[src/hw/fdrs_pkg.sv]
// Constants and types for the drive fault reaction selector
// ----------------------------------------------------------------
// ----------------------------------------------------------------
package fdrs_pkg;

    // ------------------------------------------------------------
    // Object indices
    // ------------------------------------------------------------
    localparam logic [15:0] IDX_DEV_REACT = 16'h3700;
    localparam logic [15:0] IDX_LIM_REACT = 16'h3701;
    localparam logic [15:0] IDX_MEM_SIZE = 16'h4012;
    localparam logic [15:0] IDX_HW_SETUP = 16'h4013;

    // ------------------------------------------------------------
    // Reset values
    // ------------------------------------------------------------
    localparam logic [15:0] RST_DEV_REACT = 16'hffff;
    localparam logic [15:0] RST_LIM_REACT = 16'hffff;
    localparam logic [31:0] RST_MEM_SIZE = 32'h0000_0000;
    localparam logic [31:0] RST_HW_SETUP = 32'h0000_0000;

    // ------------------------------------------------------------
    // Option codes
    // ------------------------------------------------------------
    localparam logic [15:0] CODE_NONE = 16'hffff;
    localparam logic [15:0] CODE_OFF = 16'h0000;
    localparam logic [15:0] CODE_SLOW = 16'h0001;
    localparam logic [15:0] CODE_QUICK = 16'h0002;
    localparam logic [15:0] CODE_SLOW_QS = 16'h0005;
    localparam logic [15:0] CODE_QUICK_QS = 16'h0006;

    // Status word position of the warning flag
    localparam int STAT_WARN_BIT = 7;

    typedef enum logic [1:0] {
        FDRS_RE_NONE = 2'h0,
        FDRS_RE_OFF = 2'h1,
        FDRS_RE_SLOW = 2'h3,
        FDRS_RE_QUICK = 2'h2
    } fdrs_react_e;

    typedef enum logic [1:0] {
        FDRS_SR_KEEP = 2'h0,
        FDRS_SR_SWON_DIS = 2'h1,
        FDRS_SR_QS_ACTIVE = 2'h3
    } fdrs_sreq_e;

endpackage

[src/hw/fdrs_react_if.sv]
// Carrier between option code decoder and the selector core
`timescale 1ns/1ps
interface fdrs_react_if;
    import fdrs_pkg::*;
    logic [15:0] code;
    logic is_limit;
    fdrs_react_e react;
    fdrs_sreq_e sreq;
    logic unsup;

    modport dec (
        input code,
        input is_limit,
        output react,
        output sreq,
        output unsup
    );

    modport user (
        output code,
        output is_limit,
        input react,
        input sreq,
        input unsup
    );
endinterface

[src/hw/fdrs_code_decode.sv]
// Option code decoder for deviation and limit switch tables
`timescale 1ns/1ps
module fdrs_code_decode
    import fdrs_pkg::*;
(
    fdrs_react_if.dec bus
);

    // ------------------------------------------------------------
    // Decode
    // ------------------------------------------------------------
    always_comb begin
        bus.react = FDRS_RE_NONE;
        bus.sreq = FDRS_SR_KEEP;
        bus.unsup = 1'b0;
        if (!bus.is_limit) begin
            unique case (bus.code)
                CODE_NONE: bus.react = FDRS_RE_NONE;
                CODE_OFF: bus.react = FDRS_RE_OFF;
                CODE_SLOW: bus.react = FDRS_RE_SLOW;
                CODE_QUICK: bus.react = FDRS_RE_QUICK;
                default: bus.unsup = 1'b1;
            endcase
        end else begin
            unique case (bus.code)
                CODE_NONE: bus.react = FDRS_RE_NONE;
                CODE_SLOW: begin
                    bus.react = FDRS_RE_SLOW;
                    bus.sreq = FDRS_SR_SWON_DIS;
                end
                CODE_QUICK: begin
                    bus.react = FDRS_RE_QUICK;
                    bus.sreq = FDRS_SR_SWON_DIS;
                end
                CODE_SLOW_QS: begin
                    bus.react = FDRS_RE_SLOW;
                    bus.sreq = FDRS_SR_QS_ACTIVE;
                end
                CODE_QUICK_QS: begin
                    bus.react = FDRS_RE_QUICK;
                    bus.sreq = FDRS_SR_QS_ACTIVE;
                end
                default: bus.unsup = 1'b1;
            endcase
        end
    end

endmodule

[src/hw/fdrs_top.sv]
// Drive fault reaction selector with its object access port
`timescale 1ns/1ps
module fdrs_top
    import fdrs_pkg::*;
#(
    parameter int CODE_W = 16,
    parameter int DATA_W = 32
) (
    input wire logic core_clk_i,
    input wire logic rst_n_i,
    // Object access from the fieldbus side
    input wire logic [15:0] obj_index_i,
    input wire logic obj_rd_i,
    input wire logic obj_wr_i,
    input wire logic [31:0] obj_wdata_i,
    output logic [31:0] obj_rdata_o,
    output logic obj_ack_o,
    output logic obj_err_o,
    // Fault events from the drive logic
    input wire logic dev_err_i,
    input wire logic limit_pass_i,
    input wire logic warn_clear_i,
    // Attached configuration memory
    input wire logic mem_present_i,
    input wire logic [31:0] mem_bytes_i,
    // Reaction commands, code error, warning status and setup word towards the drive
    output logic react_off_o,
    output logic react_slow_o,
    output logic react_quick_o,
    output logic goto_swon_dis_o,
    output logic goto_qs_active_o,
    output logic unsup_code_o,
    output logic [15:0] status_warn_o,
    output logic [31:0] hw_setup_o
);

    // ------------------------------------------------------------
    // Elaboration checks
    // ------------------------------------------------------------
    // Codes are signed 16-bit objects; other widths break decoding
    if (CODE_W != 16) begin : g_bad_code_w
        $error("fdrs_top: CODE_W must be 16");
    end
    if (DATA_W != 32) begin : g_bad_data_w
        $error("fdrs_top: DATA_W must be 32");
    end

    // ------------------------------------------------------------
    // Registers
    // ------------------------------------------------------------
    logic [15:0] dev_react_q;
    logic [15:0] lim_react_q;
    logic [31:0] mem_size_q;
    logic [31:0] hw_setup_q;
    logic warn_q;
    logic [31:0] rdata_q;
    logic ack_q;
    logic err_q;
    logic react_off_q;
    logic react_slow_q;
    logic react_quick_q;
    logic swon_dis_q;
    logic qs_active_q;
    logic unsup_q;

    logic acc;
    logic hit_dev;
    logic hit_lim;
    logic hit_mem;
    logic hit_hw;
    logic mapped;

    assign acc = obj_rd_i | obj_wr_i;
    assign hit_dev = (obj_index_i == IDX_DEV_REACT);
    assign hit_lim = (obj_index_i == IDX_LIM_REACT);
    assign hit_mem = (obj_index_i == IDX_MEM_SIZE);
    assign hit_hw = (obj_index_i == IDX_HW_SETUP);
    assign mapped = hit_dev | hit_lim | hit_mem | hit_hw;

    // ------------------------------------------------------------
    // Option code and setup word objects
    // ------------------------------------------------------------
    // Codes may change at any time; the value in force at the event
    // cycle is the one decoded
    always_ff @(posedge core_clk_i or negedge rst_n_i) begin
        if (!rst_n_i) begin
            dev_react_q <= RST_DEV_REACT;
        end else if (obj_wr_i && hit_dev) begin
            dev_react_q <= obj_wdata_i[15:0];
        end
    end

    always_ff @(posedge core_clk_i or negedge rst_n_i) begin
        if (!rst_n_i) begin
            lim_react_q <= RST_LIM_REACT;
        end else if (obj_wr_i && hit_lim) begin
            lim_react_q <= obj_wdata_i[15:0];
        end
    end

    always_ff @(posedge core_clk_i or negedge rst_n_i) begin
        if (!rst_n_i) begin
            hw_setup_q <= RST_HW_SETUP;
        end else if (obj_wr_i && hit_hw) begin
            hw_setup_q <= obj_wdata_i;
        end
    end

    // ------------------------------------------------------------
    // Memory size
    // ------------------------------------------------------------
    // Zero when absent
    always_ff @(posedge core_clk_i or negedge rst_n_i) begin
        if (!rst_n_i) begin
            mem_size_q <= RST_MEM_SIZE;
        end else if (mem_present_i) begin
            mem_size_q <= mem_bytes_i;
        end else begin
            mem_size_q <= RST_MEM_SIZE;
        end
    end

    // ------------------------------------------------------------
    // Object read and write answer
    // ------------------------------------------------------------
    always_ff @(posedge core_clk_i or negedge rst_n_i) begin
        if (!rst_n_i) begin
            ack_q <= 1'b0;
            err_q <= 1'b0;
        end else begin
            ack_q <= acc;
            err_q <= acc & (!mapped | (obj_wr_i & hit_mem));
        end
    end

    always_ff @(posedge core_clk_i or negedge rst_n_i) begin
        if (!rst_n_i) begin
            rdata_q <= 32'h0000_0000;
        end else if (obj_rd_i) begin
            if (hit_dev) begin
                rdata_q <= {16'h0000, dev_react_q};
            end else if (hit_lim) begin
                rdata_q <= {16'h0000, lim_react_q};
            end else if (hit_mem) begin
                rdata_q <= mem_size_q;
            end else if (hit_hw) begin
                rdata_q <= hw_setup_q;
            end else begin
                rdata_q <= 32'h0000_0000;
            end
        end
    end

    // ------------------------------------------------------------
    // Code decoders
    // ------------------------------------------------------------
    fdrs_react_if dev_if ();
    fdrs_react_if lim_if ();

    assign dev_if.code = dev_react_q;
    assign dev_if.is_limit = 1'b0;
    assign lim_if.code = lim_react_q;
    assign lim_if.is_limit = 1'b1;

    fdrs_code_decode u_dev_dec (
        .bus(dev_if.dec)
    );

    fdrs_code_decode u_lim_dec (
        .bus(lim_if.dec)
    );

    // ------------------------------------------------------------
    // Warning flag
    // ------------------------------------------------------------
    // Set wins over clear
    always_ff @(posedge core_clk_i or negedge rst_n_i) begin
        if (!rst_n_i) begin
            warn_q <= 1'b0;
        end else if (limit_pass_i) begin
            warn_q <= 1'b1;
        end else if (warn_clear_i) begin
            warn_q <= 1'b0;
        end
    end

    // ------------------------------------------------------------
    // Reaction commands
    // ------------------------------------------------------------
    // A deviation error outranks a limit event in the same cycle,
    // since switching off or braking for it is the safer choice
    fdrs_react_e sel_react;
    fdrs_sreq_e sel_sreq;
    logic sel_unsup;

    always_comb begin
        sel_react = FDRS_RE_NONE;
        sel_sreq = FDRS_SR_KEEP;
        sel_unsup = 1'b0;
        if (dev_err_i) begin
            sel_react = dev_if.react;
            sel_unsup = dev_if.unsup;
        end else if (limit_pass_i) begin
            sel_react = lim_if.react;
            sel_sreq = lim_if.sreq;
            sel_unsup = lim_if.unsup;
        end
    end

    always_ff @(posedge core_clk_i or negedge rst_n_i) begin
        if (!rst_n_i) begin
            react_off_q <= 1'b0;
            react_slow_q <= 1'b0;
            react_quick_q <= 1'b0;
        end else begin
            react_off_q <= (sel_react == FDRS_RE_OFF);
            react_slow_q <= (sel_react == FDRS_RE_SLOW);
            react_quick_q <= (sel_react == FDRS_RE_QUICK);
        end
    end

    always_ff @(posedge core_clk_i or negedge rst_n_i) begin
        if (!rst_n_i) begin
            swon_dis_q <= 1'b0;
            qs_active_q <= 1'b0;
        end else begin
            swon_dis_q <= (sel_sreq == FDRS_SR_SWON_DIS);
            qs_active_q <= (sel_sreq == FDRS_SR_QS_ACTIVE);
        end
    end

    always_ff @(posedge core_clk_i or negedge rst_n_i) begin
        if (!rst_n_i) begin
            unsup_q <= 1'b0;
        end else begin
            unsup_q <= sel_unsup;
        end
    end

    // ------------------------------------------------------------
    // Outputs
    // ------------------------------------------------------------
    assign obj_rdata_o = rdata_q;
    assign obj_ack_o = ack_q;
    assign obj_err_o = err_q;
    assign react_off_o = react_off_q;
    assign react_slow_o = react_slow_q;
    assign react_quick_o = react_quick_q;
    assign goto_swon_dis_o = swon_dis_q;
    assign goto_qs_active_o = qs_active_q;
    assign unsup_code_o = unsup_q;
    assign status_warn_o = 16'(warn_q) << STAT_WARN_BIT;
    assign hw_setup_o = hw_setup_q;

endmodule

[config.mk]
export PLATFORM = sky130hd
export DESIGN_NAME = fdrs_top
export DESIGN_NICKNAME = d
export VERILOG_FILES = /design/src/hw/fdrs_pkg.sv /design/src/hw/fdrs_react_if.sv /design/src/hw/fdrs_code_decode.sv /design/src/hw/fdrs_top.sv
export SDC_FILE = /design/constraint.sdc
export NUM_CORES = 1
export LEC_CHECK = 0
export BUFFER_PORTS_ARGS = -buffer_cell sky130_fd_sc_hd__buf_2
export CORE_UTILIZATION = 39
export CTS_CLUSTER_SIZE = 24
export DETAILED_ROUTE_END_ITERATION = 10
export HOLD_SLACK_MARGIN = 0.05
export MAX_ROUTING_LAYER = met4
export PLACE_DENSITY = 0.72
export SLEW_MARGIN = 25
export SYNTH_ARGS = -nofsm -noshare
export SYNTH_HDL_FRONTEND = slang
export SYNTH_SLANG_ARGS = --single-unit
[constraint.sdc]
create_clock -name core_clk_i -period 1.95 [get_ports core_clk_i]
set_input_delay 0.0975 -clock core_clk_i [delete_from_list [all_inputs] [get_ports core_clk_i]]
set_output_delay 0.0975 -clock core_clk_i [all_outputs]
set_load 0.01 [all_outputs]
==> metrics.yaml <==
power.total_mw: 6.79
path_class: "in2reg"
cts-root-buf: "clkbuf_16"
status: "complete, no violations"
finalCritPeriodShare_pct: 94.5
grt.overflow.total: 0
cts.clk_slew.worst_paths_ns: 0.05
ys_seq_elements: 137
rsz0062_at_grt: "false"
synth_edf_count: 0
synthDistinctLibCells: 42
ys_seq_area_share_pct: 57.7
drt.antenna.violating_nets: 0
antenna_cells: 0
hpwl_mm: 10.5
hold_path.class: "in2reg"
grt_max_degree: 65
synthToLayoutAreaGrowth_pct: 39.7
maxSlewHeadroom_pct: 66.6
vias_per_cell: 4.97
finalSetupViolCount: 0
crit_fanout: 16
drcViolationCount: 0
htreeDepth: 4
drt_iter0_markers: 145
rows: 45
drv_slew: 0
start_kind: "input port"
layout-drive-gt1-share_pct: 45.1
numPortBuffers: 160
endpoint_kind: "register"
dr.pass1.iters: 4
routed_wire_length_per_instance_um: 17.5
cts_tree: "yes"
critical_path_required_ns: 2.29
vdd.ir_drop.worst_mv: 0.498
place_inst: 801
final_hold_viol_count: 0
tns_ns: 0
grtUsageTotal_pct: 21.1
yosysWarningCount: 0
instances_no_fill: 906
grt_first_pass_wirelength_mm: 25.1
vias: 4505
power_density_nw_per_um2: 809
final_util_pct: 55.4
ios: 176
wl_mm: 15.8
die_h_um: 126
antenna_found_initial: 0
clockBufferDepth: 2
ys.flop_type: "dfrtp_1"
holdWs_ns: 0.122
nets: 793
layout_min_cycle_time_ns: 1.84
postCtsSetupBuffers: 0
netlist_area_um2: 6010
arrival_ns: 2.18
async_flop_share_pct: 100
dieArea_um2: 15900
globalplace.congestion: 0.787
start_util_pct: 39.7
fillerInstances: 1218
fmax_mhz: 543
grt_pass1_vias: 4642
tightest_slew_ns: 0.496
worstSkewPairLatency_ns: 0.41
power.leakage_nw: 4.13
die_w_um: 126
cap_violations: 0
synth_area_per_cell_um2: 12.9
core-area_um2: 15100
finalClockSkew_ns: 0.00565
clkSinkCount: 137
syn_inst: 467
cts_buffers: 17
==> worst paths after layout <==
kind,startpoint,to,slack (ns),cells past startpoint
max in group asynchronous,rst_n_i,lim_if.code[2]$_DFFE_PN1P_,1.03,3
worst max-delay path,obj_index_i[6],lim_if.code[2]$_DFFE_PN1P_,0.11,6
worst min-delay path,obj_index_i[7],obj_err_o$_DFF_PN0_,0.12,3
min in group asynchronous,rst_n_i,hw_setup_o[0]$_DFFE_PN0P_,0.17,2
worst min register to register,obj_rdata_o[15]$_DFFE_PN0P_,obj_rdata_o[15]$_DFFE_PN0P_,0.50,2
worst max register to register,lim_if.code[6]$_DFFE_PN1P_,react_quick_o$_DFF_PN0_,0.27,4
==> cells in the final DEF (no fill, tap or decap), types with 14 or more instances in the layout <==
master         instances
mux2_2                80
o21ai_0               14
dfstp_2               32
dlygate4sd3_1         73
nor2b_1               15
inv_1                 20
conb_1                15
buf_2                159
and2_1                32
a21oi_1               15
clkbuf_16             17
o22ai_1               16
dfrtp_1              105
mux2i_1               32
==> kinds of logic (layout without fill, tap and decap cells) <==
family                 Yosys count  in the layout  synth area share (%)
AO/OA/AOI/OAI                   53             53                  5.14
XOR/XNOR                         1              1                 0.146
buffers and inverters           59            296                  5.10
flip-flops                     137            137                  57.7
multiplexers                   112            112                  20.3
other                            1             15                0.0624
AND/OR/NAND/NOR                104            104                  11.5
==> through the flow <==
step / worst slack [ns] / cell area [µm²]
detailed placement: 0.119 / 7010
global placement: 0.171 / 7010
floorplan: 0.196 / 6060
CTS: 0.0140 / 8380
global route: 0.0452 / 8390
finish: 0.107 / 8390
==> synth_stat cells, types with 4 or more instances <==
cell type	instances	area, µm²
dfstp_2	32	841
o21ai_0	14	70.1
mux2i_1	32	320
nor2b_1	15	93.8
nor4_1	6	37.5
inv_1	20	75.1
mux2_2	80	901
a21oi_1	15	75.1
nand2_1	7	26.3
nand4_1	13	81.3
o22ai_1	16	100
nor3_1	4	20.0
dfrtp_1	105	2630
buf_2	4	20.0
and2_1	32	200
nor2_1	4	15.0
buf_4	17	128
clkbuf_1	12	45.0
==> routing by layer <==
layer | global-route usage, % | routed length [µm]
met5 | - | 0
met1 | 25.8 | 6910
met3 | 4.59 | 660
met4 | 7.09 | 249
met2 | 34.7 | 8030
==> report_power, final <==
| group | internal, mW | switching (mW) | leakage [nW] |
|---|---|---|---|
| Clock | 2.24 | 1.19 | 0.301 |
| Combinational | 0.232 | 0.224 | 2.08 |
| Sequential | 2.89 | 0.0122 | 1.75 |
==> area by class of cell <==
cell class	instances	area [µm²]	area share (%)
sequential	137	3470	41.3
multi-input combinational	285	2300	27.4
timing repair buffer	244	1670	19.9
clock buffer	21	470	5.61
tap	188	235	2.80
clock inverter	11	169	2.01
inverter	20	75.1	0.895
==> critical path: stages <==
cell and delay (ns):
dlygate4sd3_1 0.55, buf_2 0.15, or4_4 0.60, nor4_4 0.22, buf_12 0.21, mux2_2 0.35
==> timing repair <==
item,4_1_cts,5_1_grt
resized for setup,0,2
hold endpoints to repair,147,0
hold buffers,73,0
endpoints found under the setup margin,0,65
==> state kept, by name, summed over array words and instances, names as in the netlist <==
name / count
hw_setup_o: 32
mem_size_q: 32
obj_rdata_o: 32
dev_if.code: 16
lim_if.code: 16
goto_qs_active_o: 1
goto_swon_dis_o: 1
obj_ack_o: 1
obj_err_o: 1
react_off_o: 1
react_quick_o: 1
react_slow_o: 1
unsup_code_o: 1
warn_q: 1
Note: power is estimated with default switching activity, not from simulation.
